**src/rtl/rcsl_defines.svh**
```systemverilog
`ifndef RCSL_DEFINES_SVH
`define RCSL_DEFINES_SVH

`define RCSL_CLK_HZ          125000000
`define RCSL_BAUD_DEFAULT    9600
`define RCSL_TIMEOUT_MS      2000
`define RCSL_TIMEOUT_CYCLES  ((`RCSL_CLK_HZ / 1000) * `RCSL_TIMEOUT_MS)
`define RCSL_DATA_BITS       8
`define RCSL_MSG_BYTES       2
`define RCSL_FIFO_DEPTH      16
`define RCSL_TXOFF_BIT       0
`define RCSL_ILOCK_BIT       1
`define RCSL_LAMP_BIT        7

`endif

```
**src/rtl/rcsl_pkg.sv**
```systemverilog
package rcsl_pkg;
  typedef struct packed {
    logic [7:0] hi;
    logic [7:0] lo;
  } rcsl_msg_t;

  typedef enum logic [3:0] {
    RCSL_IDLE  = 4'b0001,
    RCSL_START = 4'b0010,
    RCSL_DATA  = 4'b0100,
    RCSL_STOP  = 4'b1000
  } rcsl_ser_t;
endpackage

```
**src/rtl/rcsl_fifo.sv**
```systemverilog
`timescale 1ns/1ps
module rcsl_fifo #(
  parameter int WIDTH = 16,
  parameter int DEPTH = 16
) (
  input  wire logic             clk_sys,   // system clock
  input  wire logic             rst,       // async reset
  input  wire logic [WIDTH-1:0] in_data,   // write word
  input  wire logic             in_valid,  // write request
  output logic                  in_ready,  // not full
  output logic      [WIDTH-1:0] out_data,  // head word
  output logic                  out_valid, // not empty
  input  wire logic             out_ready  // reader takes head
);
  localparam int AW = $clog2(DEPTH);
  initial begin
    if (DEPTH < 2 || (1 << AW) != DEPTH) $error("depth must be a power of two");
  end
  logic [WIDTH-1:0] mem_q [DEPTH];
  logic [AW:0]      wp_q;
  logic [AW:0]      rp_q;
  wire              push = in_valid && in_ready;
  wire              pop  = out_valid && out_ready;
  assign in_ready  = !((wp_q[AW] != rp_q[AW]) && (wp_q[AW-1:0] == rp_q[AW-1:0]));
  assign out_valid = (wp_q != rp_q);
  assign out_data  = mem_q[rp_q[AW-1:0]];
  always_ff @(posedge clk_sys or posedge rst) begin
    if (rst) begin
      wp_q <= '0;
      rp_q <= '0;
    end else begin
      if (push) wp_q <= wp_q + 1'b1;
      if (pop) rp_q <= rp_q + 1'b1;
    end
  end
  always_ff @(posedge clk_sys) begin
    if (push) mem_q[wp_q[AW-1:0]] <= in_data;
  end
endmodule

```
**src/rtl/rcsl_top.sv**
```systemverilog
// Summary of operation
// RQ1: carry data between station and remote unit
// RQ2: send parallel data as two-byte message
// RQ3: start, eight data, odd parity, stop
// RQ4: receive line into two-byte parallel message
// RQ5: accept only two identical consecutive messages
// RQ6: accepted message updates latch, pulses once
// RQ7: supervise accepted messages and carrier detect
// RQ8: two seconds missing gives timeout
// RQ9: timeout forces transmitter-off when enabled
// RQ10: timeout forces interlock when enabled
// RQ11: standby lamp status goes in sent data
// RQ12: bad parity or stop discards character
`timescale 1ns/1ps
`include "rcsl_defines.svh"
module rcsl_top #(
  parameter int BAUD_DIV    = `RCSL_CLK_HZ / `RCSL_BAUD_DEFAULT,
  parameter int TIMEOUT_CYC = `RCSL_TIMEOUT_CYCLES,
  parameter int FIFO_DEPTH  = `RCSL_FIFO_DEPTH
) (
  input  wire logic              clk_sys,         // 125 MHz clock
  input  wire logic              rst,             // async reset
  input  wire rcsl_pkg::rcsl_msg_t tx_msg,        // station data to send
  input  wire logic              tx_valid,        // station offers a message
  output logic                   tx_ready_q,      // fifo has room
  input  wire logic              standby_lamp,    // standby lamp status in
  output logic                   serial_out_line, // serial line to remote
  input  wire logic              serial_in_line,  // serial line from remote
  input  wire logic              carrier_detect,  // line carrier present
  input  wire logic              cfg_force_txoff, // enable forced tx-off
  input  wire logic              cfg_force_ilock, // enable forced interlock
  output rcsl_pkg::rcsl_msg_t    rx_msg_q,        // filtered received data
  output logic                   new_msg_q,       // one-cycle new-message pulse
  output logic                   timeout_q,       // supervision timeout
  output logic                   txoff_q,         // transmitter-off command
  output logic                   ilock_q          // interlock command
);
  localparam int BW = $clog2(BAUD_DIV + 1);
  localparam int TW = $clog2(TIMEOUT_CYC + 1);
  initial begin
    if (BAUD_DIV < 16) $error("baud divider too small");
    if (TIMEOUT_CYC < 1) $error("timeout must be positive");
  end

  function automatic logic odd_par(input logic [7:0] b);
    odd_par = ~^b;
  endfunction

  // ---------------- transmit path ----------------
  logic [15:0] f_out;
  logic        f_valid;
  logic        f_ready;
  logic        f_in_ready;
  wire  [15:0] tx_word = {tx_msg.hi, tx_msg.lo};
  rcsl_fifo #(.WIDTH(16), .DEPTH(FIFO_DEPTH)) u_fifo (
    .clk_sys   (clk_sys),
    .rst       (rst),
    .in_data   (tx_word),
    .in_valid  (tx_valid),
    .in_ready  (f_in_ready),
    .out_data  (f_out),
    .out_valid (f_valid),
    .out_ready (f_ready)
  );

  rcsl_pkg::rcsl_ser_t tst_q;
  logic [BW-1:0]  tbaud_q;
  logic [3:0]     tbit_q;
  logic [9:0]     tsh_q;
  logic [7:0]     thi_q;
  logic           tbyte_q;
  wire            ttick = (tbaud_q == BW'(BAUD_DIV - 1));
  // standby lamp rides in the top bit of the second byte
  wire [7:0]      lamp_hi = {standby_lamp, f_out[14:8]}; // RQ11
  assign f_ready = (tst_q == rcsl_pkg::RCSL_IDLE) && !tbyte_q;

  always_ff @(posedge clk_sys or posedge rst) begin
    if (rst) tx_ready_q <= 1'b0;
    else tx_ready_q <= f_in_ready;
  end

  always_ff @(posedge clk_sys or posedge rst) begin
    if (rst) begin
      tst_q           <= rcsl_pkg::RCSL_IDLE;
      tbaud_q         <= '0;
      tbit_q          <= 4'h0;
      tsh_q           <= 10'h3FF;
      thi_q           <= 8'h00;
      tbyte_q         <= 1'b0;
      serial_out_line <= 1'b1;
    end else begin
      tbaud_q <= (tst_q == rcsl_pkg::RCSL_IDLE || ttick) ? '0 : tbaud_q + 1'b1;
      case (tst_q)
        rcsl_pkg::RCSL_IDLE: begin
          serial_out_line <= 1'b1;
          // a pending hi byte goes first, or a queued word would cut the message in half
          if (tbyte_q) begin
            tsh_q   <= {1'b1, odd_par(thi_q), thi_q};
            tbyte_q <= 1'b0;
            tst_q   <= rcsl_pkg::RCSL_START;
          end else if (f_valid) begin // RQ2
            tsh_q   <= {1'b1, odd_par(f_out[7:0]), f_out[7:0]}; // RQ3
            thi_q   <= lamp_hi;
            tbyte_q <= 1'b1;
            tst_q   <= rcsl_pkg::RCSL_START;
          end
        end
        rcsl_pkg::RCSL_START: begin
          serial_out_line <= 1'b0;
          if (ttick) begin
            tbit_q <= 4'h0;
            tst_q  <= rcsl_pkg::RCSL_DATA;
          end
        end
        rcsl_pkg::RCSL_DATA: begin
          serial_out_line <= tsh_q[0];
          if (ttick) begin
            tsh_q  <= {1'b1, tsh_q[9:1]};
            tbit_q <= tbit_q + 4'h1;
            if (tbit_q == 4'h9) tst_q <= rcsl_pkg::RCSL_IDLE; // 8 data, parity, stop
          end
        end
        default: tst_q <= rcsl_pkg::RCSL_IDLE;
      endcase
    end
  end

  // ---------------- receive path ----------------
  rcsl_pkg::rcsl_ser_t rst_q;
  logic [BW-1:0] rbaud_q;
  logic [3:0]    rbit_q;
  logic [9:0]    rsh_q;
  logic          rbyte_q;
  logic [7:0]    rlo_q;
  logic          rmsg_v_q;
  logic [15:0]   rmsg_q;
  logic [15:0]   prev_q;
  logic          prev_v_q;
  logic          in_d_q;
  wire           rtick = (rbaud_q == BW'(BAUD_DIV - 1));
  wire           rmid  = (rbaud_q == BW'(BAUD_DIV / 2));
  wire [7:0]     rdat  = rsh_q[8:1];
  // rsh_q holds {stop, parity, d7..d0} after the last shift
  wire           char_ok = rsh_q[9] && (rsh_q[8] == odd_par(rsh_q[7:0])); // RQ12

  always_ff @(posedge clk_sys or posedge rst) begin
    if (rst) begin
      in_d_q   <= 1'b1;
      rst_q    <= rcsl_pkg::RCSL_IDLE;
      rbaud_q  <= '0;
      rbit_q   <= 4'h0;
      rsh_q    <= 10'h000;
      rbyte_q  <= 1'b0;
      rlo_q    <= 8'h00;
      rmsg_v_q <= 1'b0;
      rmsg_q   <= 16'h0000;
    end else begin
      in_d_q   <= serial_in_line;
      rmsg_v_q <= 1'b0;
      rbaud_q  <= (rst_q == rcsl_pkg::RCSL_IDLE || rtick) ? '0 : rbaud_q + 1'b1;
      case (rst_q)
        rcsl_pkg::RCSL_IDLE: begin
          if (!in_d_q) rst_q <= rcsl_pkg::RCSL_START;
        end
        rcsl_pkg::RCSL_START: begin
          if (rmid && in_d_q) rst_q <= rcsl_pkg::RCSL_IDLE; // glitch, not a start
          else if (rtick) begin
            rbit_q <= 4'h0;
            rst_q  <= rcsl_pkg::RCSL_DATA;
          end
        end
        rcsl_pkg::RCSL_DATA: begin
          if (rmid) begin
            rsh_q  <= {in_d_q, rsh_q[9:1]};
            rbit_q <= rbit_q + 4'h1;
          end
          if (rtick && rbit_q == 4'hA) rst_q <= rcsl_pkg::RCSL_STOP;
        end
        rcsl_pkg::RCSL_STOP: begin
          rst_q <= rcsl_pkg::RCSL_IDLE;
          if (!char_ok) begin
            rbyte_q <= 1'b0; // bad char drops the partial message
          end else if (!rbyte_q) begin
            rlo_q   <= rsh_q[7:0];
            rbyte_q <= 1'b1;
          end else begin
            rmsg_q   <= {rsh_q[7:0], rlo_q}; // RQ4
            rmsg_v_q <= 1'b1;
            rbyte_q  <= 1'b0;
          end
        end
        default: rst_q <= rcsl_pkg::RCSL_IDLE;
      endcase
    end
  end

  // ---------------- message detector ----------------
  wire match = rmsg_v_q && prev_v_q && (rmsg_q == prev_q); // RQ5
  logic [15:0] latch_q;
  always_ff @(posedge clk_sys or posedge rst) begin
    if (rst) begin
      prev_q    <= 16'h0000;
      prev_v_q  <= 1'b0;
      latch_q   <= 16'h0000;
      new_msg_q <= 1'b0;
    end else begin
      new_msg_q <= match; // RQ6
      if (rmsg_v_q) begin
        prev_q   <= rmsg_q;
        // a pair is used once; a third copy starts a new pair
        prev_v_q <= !match;
      end
      if (match) latch_q <= rmsg_q; // RQ6
    end
  end

  // ---------------- supervision timer ----------------
  logic [TW-1:0] cd_q;
  wire  cd_lost = (cd_q >= TW'(TIMEOUT_CYC - 1));
  always_ff @(posedge clk_sys or posedge rst) begin
    if (rst) cd_q <= '0;
    else if (carrier_detect) cd_q <= '0;
    else if (!cd_lost) cd_q <= cd_q + 1'b1; // RQ8
  end
  logic [TW-1:0] tmr_q;
  wire  restart  = match || !carrier_detect; // RQ7
  wire  expired  = (tmr_q >= TW'(TIMEOUT_CYC - 1));
  always_ff @(posedge clk_sys or posedge rst) begin
    if (rst) begin
      tmr_q     <= '0;
      timeout_q <= 1'b0;
    end else begin
      if (match) tmr_q <= '0;
      else if (!expired) tmr_q <= tmr_q + 1'b1;
      // carrier loss for the full span times out just like missing messages
      timeout_q <= expired || cd_lost; // RQ8
    end
  end

  // ---------------- data filter ----------------
  wire tout = expired || cd_lost; // RQ8
  wire [15:0] filt = latch_q
                   | ({15'h0000, tout && cfg_force_txoff} << `RCSL_TXOFF_BIT)  // RQ9
                   | ({15'h0000, tout && cfg_force_ilock} << `RCSL_ILOCK_BIT); // RQ10
  always_ff @(posedge clk_sys or posedge rst) begin
    if (rst) begin
      rx_msg_q <= '0;
      txoff_q  <= 1'b0;
      ilock_q  <= 1'b0;
    end else begin
      rx_msg_q <= filt; // RQ1
      txoff_q  <= filt[`RCSL_TXOFF_BIT];
      ilock_q  <= filt[`RCSL_ILOCK_BIT];
    end
  end
  wire unused_ok = restart ^ rdat[0];
endmodule

```
**config.mk**
```make
export PLATFORM = sky130hd
export DESIGN_NAME = rcsl_top
export DESIGN_NICKNAME = d
export VERILOG_FILES = /design/src/rtl/rcsl_pkg.sv /design/src/rtl/rcsl_fifo.sv /design/src/rtl/rcsl_top.sv
export VERILOG_INCLUDE_DIRS = /design/src /design/src/rtl
export SDC_FILE = /design/constraint.sdc
export NUM_CORES = 1
export LEC_CHECK = 0
export BUFFER_PORTS_ARGS = -buffer_cell sky130_fd_sc_hd__buf_2
export CORE_MARGIN = 1
export CORE_UTILIZATION = 29
export DETAILED_ROUTE_END_ITERATION = 16
export PLACE_DENSITY_LB_ADDON = 0.05
export SYNTH_ARGS = -nofsm -noshare
export SYNTH_HDL_FRONTEND = slang
export SYNTH_SLANG_ARGS = --single-unit
```
**constraint.sdc**
```tcl
create_clock -name clk_sys -period 7.12 [get_ports clk_sys]
set_input_delay 0.712 -clock clk_sys [delete_from_list [all_inputs] [get_ports clk_sys]]
set_output_delay 0.712 -clock clk_sys [all_outputs]
set_load 0.01 [all_outputs]
```
---- Word level (Yosys, flattened, before mapping) ----
Memories as Yosys holds them, arrays and structs flattened.
Index checks and enable logic that the tools add are counted.
word-level totals
  flip-flop bits (word level) ............. 221
  latch bits .............................. 0
  bits in writable memories ............... 256
  memory bits (read-only) ................. 0
  bits of input ports ..................... 24
  memories ................................ 1
cells by class
  add/sub/neg operators ................... 8
  $mul .................................... 0
  div/mod/pow operators ................... 0
  magnitude comparators ................... 2
  equal/unequal tests ..................... 29
  shifts and indexed selects .............. 0
  multiplexer cells ....................... 38
  bitwise gates (word level) .............. 4
  reductions and logical operators ........ 33
memory list
  name          depth  bits a word  rd ports  clocked after Yosys merged registers in  write ports  RTL line         text
  u_fifo.mem_q  16     16           1         0                                        1            rcsl_fifo.sv:19  logic [WIDTH-1:0] mem_q [DEPTH];
operators with widths
  cell                                                               count
  28-bit 2-to-1 mux                                                  4
  28-bit by 1-bit adder with 28-bit output, second input constant    2
  28-bit >= comparator, second input constant                        2
  4-bit 2-to-1 mux                                                   14
  10-bit 2-to-1 mux                                                  3
  14-bit by 1-bit adder with 14-bit output, second input constant    2
  14-bit == test, second input constant                              2
  14-bit 2-to-1 mux                                                  2
  4-bit one-hot mux with 3 select lines                              2
  8-bit XNOR reduction                                               3
  2-bit != test, second input constant                               10
  10-bit one-hot mux with 2 select lines                             1
  3-bit AND reduction                                                6
  16-bit == test                                                     1
  16-bit by 1-bit bitwise OR with 16-bit output                      1
  16-bit by 2-bit bitwise OR with 16-bit output                      1
  4-bit one-hot mux with 2 select lines                              2
  14-bit by 13-bit == test with 1-bit output, second input constant  1
  4-bit == test, second input constant                               3
  1-bit logical AND                                                  11
  5-bit by 1-bit adder with 5-bit output, second input constant      2
  1-bit 2-to-1 mux                                                   9
  4-bit by 1-bit adder with 4-bit output, second input constant      2
  4-bit by 1-bit == test with 1-bit output, second input constant    2
  other kinds (16)                                                   26

---- Longest topological paths before layout ----
Gate-level depths: netlist of the first run.
  depth in word-level cells ............... 6
  depth in mapped cells ................... 10

---- Cells and area by module ----
A second synthesis of the first run with hierarchy kept.
second synthesis, totals
  cells, all modules ...................... 1,384
  area, all modules ....................... 20,225.6 um^2
modules (own cells, without submodules)
  module     times used  cells each  area each (um^2)
  rcsl_fifo  1           480         10,304.9
  rcsl_top   1           904         9,920.8

---- Least setup slack after synthesis of the first run ----
No wires, ideal clock.
  path type ............................... register -> register
  start point ............................. register u_fifo.rp_q[3]
  end point ............................... memory u_fifo.mem_q[3][0] (enable)
  library setup time ...................... 0.406 ns
  arrival ................................. 2.430 ns
  setup slack ............................. 4.284 ns
  cell stages (with the launch flop) ...... 9
  period minus slack after synthesis ...... 2.836 ns
  cell sequence ........................... dfrtp_1 -> clkbuf_1 -> xor2_1 -> nor4_1 -> nand2b_1 -> and2_1 -> buf_2 -> nand2_1 -> nor3_1
between the ends
  cells in the longest elaborated chain, start to end .. 6
RTL lines
  what                                    RTL line         text
  from (decl)                             rcsl_fifo.sv:21  logic [AW:0] rp_q;
  from (signal assigned)                  rcsl_fifo.sv:33  if (pop) rp_q <= rp_q + 1'b1;
  4-bit == test                           rcsl_fifo.sv:24  assign in_ready = !((wp_q[AW] != rp_q[AW]) && (wp_q[AW-1:0] == rp_q[AW-1:0]));
  1-bit logical AND                       rcsl_fifo.sv:24
  1-bit logical NOT                       rcsl_fifo.sv:24
  net f_in_ready                          rcsl_top.sv:53   logic f_in_ready;
  1-bit logical AND                       rcsl_fifo.sv:22  wire push = in_valid && in_ready;
  1-bit 2-to-1 mux                        rcsl_fifo.sv:37  if (push) mem_q[wp_q[AW-1:0]] <= in_data;
  1-bit 2-to-1 mux (implied by the code)  rcsl_fifo.sv:37
  to (decl)                               rcsl_fifo.sv:19
The timed path passes the listed nets, and every way through them passes these cells.

---- Final worst setup path of the first run ----
  start point ............................. register tmr_q[0]
  end point ............................... register tmr_q[15]
between the ends
  cells in the longest elaborated chain, start to end .. 3
  elaborated cells on any way between the ends .. 5
RTL lines
  what                                      RTL line         text
  from (decl)                               rcsl_top.sv:225  logic [TW-1:0] tmr_q;
  from (signal assigned)                    rcsl_top.sv:234  else if (!expired) tmr_q <= tmr_q + 1'b1;
  28-bit by 1-bit adder with 28-bit output  rcsl_top.sv:234
  28-bit 2-to-1 mux                         rcsl_top.sv:234
  28-bit 2-to-1 mux                         rcsl_top.sv:233  if (match) tmr_q <= '0;
Several ways; a longest one is shown, not always the timed one. The select of a mux whose other input is x is not followed.
A chain may end at the register's enable or synchronous reset.

==> results.yml, run 1 <==
sta:
  max_freq_ghz: 0.295
  hold_viol_final: 0
  setup_ws_ns: 3.73
  clock_skew_ns: 0.0106
  worstMarginPinSlew_ns: 1.15
  period_share_pct: 47.7
  slew_headroom_pct: 22.9
  fin_crit_ns: 3.39
  rsz0062_at_grt: "no"
  setup_tns_ns: 0
  maxSlewViolCount: 0
  finalSetupViolCount: 0
setup_path:
  critical_path_peak_fanout: 14
  startpoint_type: "flip-flop"
  crit_arrival_ns: 3.87
  r2r_setup_slack_ns: 3.73
  path_cells: "ha_1 -> inv_1 -> o31ai_1 -> a211oi_1 -> o21ai_1 -> a21oi_2 -> nand4_1 -> mux2_2"
  path_class: "flip-flop to flip-flop"
  crit_path_end_kind: "flip-flop"
  crit_required_ns: 7.59
  cpPeakStageDelay_ns: 0.90
  slowest_stage: "o21ai_1"
clock_tree:
  cts_resized: 0
  ctsHoldBuffers: 0
  path_clk_slew_ns: 0.06
  cts-root-buf: "clkbuf_16"
  clockBufferDepth: 3
  cts_tree: "yes"
  cts.sinks: 457
  clk_latency_ns: 0.59
  cts_buffers: 54
  htreeDepth: 2
  cts_setup_buffers: 0
die:
  rows: 96
  die_h_um: 266
  ioPinCount: 46
  die_width_um: 266
  coreArea_um2: 68900
  design.die.area_um2: 71000
  start_util_pct: 29.4
power:
  peakVddDrop_uv: 191
  clkPwrFrac_pct: 33.8
  p_int_mw: 5.55
  p_leak_nw: 8.86
  power_mw: 7.95
  pwr-share-comb_pct: 24.5
  p_per_area_nw_per_um2: 340
  power_switching_mw: 2.40
  p_seq_share_pct: 41.7
  netSwitchingFraction_pct: 30.2
placed_design:
  gp_congestion: 0.734
  placed_cells: 2377
  io_buffer_count: 44
  dp_hpwl_um: 29800
  pre_cts_ws_ns: 3.75
cells_and_area:
  nets: 1540
  fin_cells: 2476
  layout-drive-gt1-share_pct: 23.0
  layout_commonest_cell: "edfxtp_1"
  fin_util_pct: 33.9
  antennaDiodeCount: 0
  area_growth_syn_to_layout_pct: 15.3
  layout_common_cells: "240 x edfxtp_1, 201 x dfrtp_1, 107 x nor2_1"
outcome:
  status: "finished clean"
yosys:
  synth-compound-area-share_pct: 4.82
  yosysWarnings: 0
  syn_inst: 1437
  synthArstFlopShare_pct: 47.5
  synth-edff-count: 240
  netlist_area_um2: 20300
  yosys.area_share.simple_pct: 9.39
  syn_nets: 1475
  yosysSeqAreaShare_pct: 62.4
  synth-xor-area-share_pct: 7.69
  synth_fa_ha_area_share_pct: 0.864
  avgSynthCellArea_um2: 14.1
  synthMuxAreaShare_pct: 12.9
  synth_top_family_by_area: "multiplexers"
  ys_seq_elements: 457
  ys.flop_type: "edfxtp_1"
  synth.distinct_cells: 64
routing:
  first_pass_iters: 5
  postRouteAntennaNets: 0
  routedWlPerCell_um: 19.8
  drc: 0
  drt_iter0_markers: 744
  drt-total-wl_um: 49000
  vias: 11629
  vias_per_cell: 4.70
global_route:
  antenna_found_initial: 2
  grtUsageTotal_pct: 14.2
  grt_max_degree: 132
  grt_pass1_wl_um: 76300
  gr-total-overflow: 0
  grt_pass1_vias: 12200
run:
  cap_violations: 0
min_path:
  worstHoldPathType: "input port to flip-flop"
[final cells by class]
type	instances	area (um^2)
clock buffers	83	1580
clock inverters	16	138
fillers	6795	45600
inverters	23	93.8
multi-input cells	893	7300
flip-flops and latches	457	12700
well taps	931	1160
repair buffers	73	438
[worst max-delay path: cells and delay by family, from the launching register on]
family,cells,cell delay (ns)
fa+ha+maj,1,0.42
buf+inv,1,0.18
simple gates,1,0.20
flops,1,0.45
compound gates,4,1.67
mux,1,0.34
[sequential cells by signal, indices dropped and copies added, names as in the netlist, 3 cells and up]
register / cells
rlo_q: 8
cd_q: 28
tbit_q: 4
u_fifo.mem_q: 240
u_fifo.rp_q: 5
tsh_q: 9
prev_q: 16
rbaud_q: 14
tmr_q: 28
rx_msg_q: 16
rbit_q: 4
rsh_q: 10
u_fifo.wp_q: 5
rst_q: 4
thi_q: 8
tbaud_q: 14
latch_q: 16
tst_q: 3
rmsg_q: 16
[path summary, 6_finish.rpt]
kind                                          from                         end  depth (start not counted)
max                           tmr_q[0]$_DFFE_PP0P_       tmr_q[15]$_DFFE_PP0P_                          8
min in group asynchronous                      rst       rx_msg_q[0]$_DFF_PP0_                          2
min reg2reg                latch_q[12]$_DFFE_PP0N_      rx_msg_q[12]$_DFF_PP0_                          0
max reg2reg                   tmr_q[0]$_DFFE_PP0P_       tmr_q[15]$_DFFE_PP0P_                          8
min                                 serial_in_line            in_d_q$_DFF_PP1_                          1
max in group asynchronous                      rst  u_fifo.rp_q[1]$_DFFE_PP0P_                          3
[power by group through the flow]
stage	logic [mW]	clock network [mW]	registers [mW]
2_1_floorplan	1.50	0	3.23
3_3_place_gp	2.00	0	3.37
3_5_place_dp	2.01	0	3.37
4_1_cts	2.01	2.80	3.32
5_1_grt	2.13	2.89	3.36
6_report	1.95	2.68	3.32
[cell usage after synthesis (3+ instances only)]
cell | instances | area (um^2)
dfstp_2 | 13 | 342
nand4_1 | 26 | 163
nand4b_1 | 6 | 52.6
nand2_1 | 88 | 330
o31ai_1 | 4 | 30.0
or2_2 | 3 | 18.8
nand3b_2 | 3 | 33.8
buf_6 | 4 | 45.0
nor2_1 | 119 | 447
buf_2 | 13 | 65.1
mux2_2 | 73 | 822
xor2_1 | 102 | 893
buf_4 | 4 | 30.0
o22ai_1 | 38 | 238
and2_1 | 6 | 37.5
dfrtp_1 | 204 | 5100
or4_1 | 3 | 22.5
ha_1 | 14 | 175
or3b_2 | 3 | 26.3
o21ai_1 | 3 | 15.0
a21oi_1 | 49 | 245
mux2i_1 | 11 | 110
inv_1 | 23 | 86.3
xnor2_1 | 76 | 666
edfxtp_1 | 240 | 7210
o21ai_0 | 34 | 170
a211oi_1 | 9 | 67.6
or3_1 | 9 | 56.3
buf_1 | 11 | 41.3
a41oi_1 | 3 | 26.3
nor3_1 | 23 | 115
nand3_1 | 30 | 150
nand2b_1 | 8 | 50.1
and3_1 | 13 | 81.3
clkbuf_1 | 32 | 120
nor4b_1 | 6 | 52.6
nor4_1 | 19 | 119
a21o_1 | 4 | 30.0
mux4_2 | 75 | 1690
[layer usage]
layer	vias up	part of all wire (%)	GRT usage, %
met3	74	3.4	2.42
met4	4	2.2	3.98
met2	162	50	24.1
met5	-	0.033	0
met1	5914	44	18.5
li1	5475	-	-
[metrics by stage]
stage	hold WS, ns	area (um^2)
final	0.220	23400
after global routing	0.180	23400
after CTS	0.160	23400
after detailed placement	0.360	21700
after global placement	0.359	21700
after floorplan	0.350	20300
[kinds of logic (layout without fill, tap and decap cells)]
logic type | count (synthesis) | count (layout)
fa+ha+maj | 14 | 14
simple gates | 380 | 380
buf+inv | 87 | 195
compound gates | 162 | 162
flops | 457 | 457
mux | 159 | 159
xor+xnor | 178 | 178
No activity file was read; power rests on OpenSTA's default activity.
==> run 2: changes to the inputs <==
==> constraint.sdc (replaced) <==
create_clock -name clk_sys -period 3.17 [get_ports clk_sys]
set_input_delay 0.317 -clock clk_sys [delete_from_list [all_inputs] [get_ports clk_sys]]
set_output_delay 0.317 -clock clk_sys [all_outputs]
set_load 0.01 [all_outputs]
==> run 2 against run 1 <==
Against the previous run: die area unchanged; non-clock buffer count increased by 34; clock power increased by 110%; combinational power increased by 130%; wire length decreased by 0.18%; critical path type unchanged.
==> results.yml, run 2 (same netlist as run 1, synthesis figures left out) <==
outcome:
  status: "finished clean"
global_route:
  gr-total-overflow: 0
  grt_pass1_vias: 12355
  grt_pass1_wl_um: 76700
  grtUsageTotal_pct: 14.2
  grt_max_degree: 159
  antenna_found_initial: 1
setup_path:
  r2r-end: "tsh_q[6]$_DFFE_PP1P_"
  crit_path_end_kind: "flip-flop"
  path_class: "flip-flop to flip-flop"
  cp_num_buf_inv: 2
  cpPeakStageDelay_ns: 0.56
  crit_end: "tsh_q[6]$_DFFE_PP1P_"
  r2r_setup_slack_ns: 0.47
  cp.depth: 8
  slowest_stage: "dfrtp_4"
  r2r-start: "u_fifo.rp_q[1]$_DFFE_PP0P_"
  critical_path_peak_fanout: 14
  path_cells: "buf_4 -> buf_4 -> mux4_2 -> mux4_2 -> mux2i_1 -> nand2_1 -> o21ai_0 -> o21ai_0"
  worstRegToRegCells: 8
  critPathLaunch: "u_fifo.rp_q[1]$_DFFE_PP0P_"
  cpLargestDelayFamily: "multiplexers"
  startpoint_type: "flip-flop"
  crit_required_ns: 3.67
  crit_arrival_ns: 3.19
run:
  cap_violations: 0
die:
  ioPinCount: 46
  die_width_um: 266
  die_h_um: 266
  design.die.area_um2: 71000
  rows: 96
  start_util_pct: 29.4
  coreArea_um2: 68900
clock_tree:
  path_clk_slew_ns: 0.06
  cts-root-buf: "clkbuf_16"
  clockBufferDepth: 3
  cts_resized: 0
  clk_latency_ns: 0.60
  cts.sinks: 457
  htreeDepth: 2
  cts_buffers: 54
  cts_tree: "yes"
cells_and_area:
  antennaDiodeCount: 0
  layout_commonest_cell: "edfxtp_1"
  layout_common_cells: "240 x edfxtp_1, 201 x dfrtp_1, 107 x nor2_1"
  fin_area_um2: 23500
  area_growth_syn_to_layout_pct: 16.1
  fin_cells: 2506
  largest_register_ffs: 240
  fill_cells: 6808
  fin_util_pct: 34.1
  nets: 1574
  layout-drive-gt1-share_pct: 23.9
power:
  p_seq_share_pct: 42.1
  p_per_area_nw_per_um2: 749
  peakVddDrop_uv: 416
  p_leak_nw: 8.97
  netSwitchingFraction_pct: 30.3
  power_mw: 17.6
  pwr-share-comb_pct: 25.8
  power_switching_mw: 5.35
  clkPwrFrac_pct: 32.1
  p_int_mw: 12.3
sta:
  slew_headroom_pct: 39.4
  clock_skew_ns: 0.0225
  worstMarginPinSlew_ns: 0.908
  maxSlewViolCount: 0
  rsz0062_at_grt: "no"
  finalSetupViolCount: 0
  max_freq_ghz: 0.370
  setup_tns_ns: 0
  period_share_pct: 85.1
  hold_viol_final: 0
  fin_crit_ns: 2.70
placed_design:
  dp_hpwl_um: 31700
  dpl_cell_area_um2: 21900
  placed_cells: 2407
  io_buffer_count: 44
  gp_congestion: 0.748
routing:
  routedWlPerCell_um: 19.5
  drt_iter0_markers: 597
  vias: 11652
  postRouteAntennaNets: 0
  drt-total-wl_um: 48900
  first_pass_iters: 4
  drc: 0
  vias_per_cell: 4.65
min_path:
  worstHoldPathType: "input port to asynchronous set/reset pin"
run 2: cell count changes in the layout (fill, tap and decap cells not counted), sizes merged:
| cell | delta |
|---|---|
| buf | +30 |
| bufinv | -2 |
| clkbuf | -7 |
| clkinv | +4 |
| clkinvlp | +1 |
| dlygate4sd3 | +4 |
run 2: layout make-up:
type | instances | area, um^2 | share of cell area [%]
Clock buffer | 76 | 1500 | 6.35
Inverter | 23 | 90.1 | 0.383
Sequential cell | 457 | 12700 | 53.8
Timing Repair Buffer | 107 | 741 | 3.15
Clock inverter | 19 | 91.3 | 0.388
Multi-Input combinational cell | 893 | 7300 | 31.0
Tap cell | 931 | 1160 | 4.95
run 2: what timing repair did:
action                                 CTS  global route
hold buffers                             4             0
endpoints found under the hold margin    4             0
setup buffers                            0             0
run 2: through the flow:
stage / hold slack, ns / setup slack, ns
after floorplan: 0.321 / 0.0375
after global placement: 0.359 / 0.421
after detailed placement: 0.362 / 0.415
after CTS: 0.0303 / 0.396
after global routing: 0.0352 / 0.202
final: 0.00860 / 0.471
run 2: worst min-delay path, cell delays in order:
cell and delay, ns:
buf_2 0.11, clkinvlp_4 0.08, buf_4 0.61
run 2: worst min-delay path by stage:
stage / end / cells past startpoint
floorplan: in_d_q$_DFF_PP1_ / 0
global placement: rx_msg_q[11]$_DFF_PP0_ / 0
detailed placement: rx_msg_q[6]$_DFF_PP0_ / 0
CTS: rx_msg_q[1]$_DFF_PP0_ / 3
global route: rx_msg_q[1]$_DFF_PP0_ / 3
finish: tmr_q[14]$_DFFE_PP0P_ / 3
run 2: power by group through the flow:
| stage | Clock [mW] | Combinational, mW | Sequential, mW |
|---|---|---|---|
| after floorplan | 0 | 3.37 | 7.26 |
| after global placement | 0 | 4.68 | 7.55 |
| after detailed placement | 0 | 4.68 | 7.55 |
| after CTS | 5.92 | 4.69 | 7.44 |
| after global routing | 6.11 | 4.97 | 7.52 |
| final | 5.67 | 4.54 | 7.43 |
run 2: layer usage:
metal,vias to the layer above,share of wire (%),global-route usage [%]
met1,5911,47,19.4
li1,5547,-,-
met5,-,0,0
met3,69,2.9,2.20
met2,125,48,23.5
met4,0,1.9,3.90
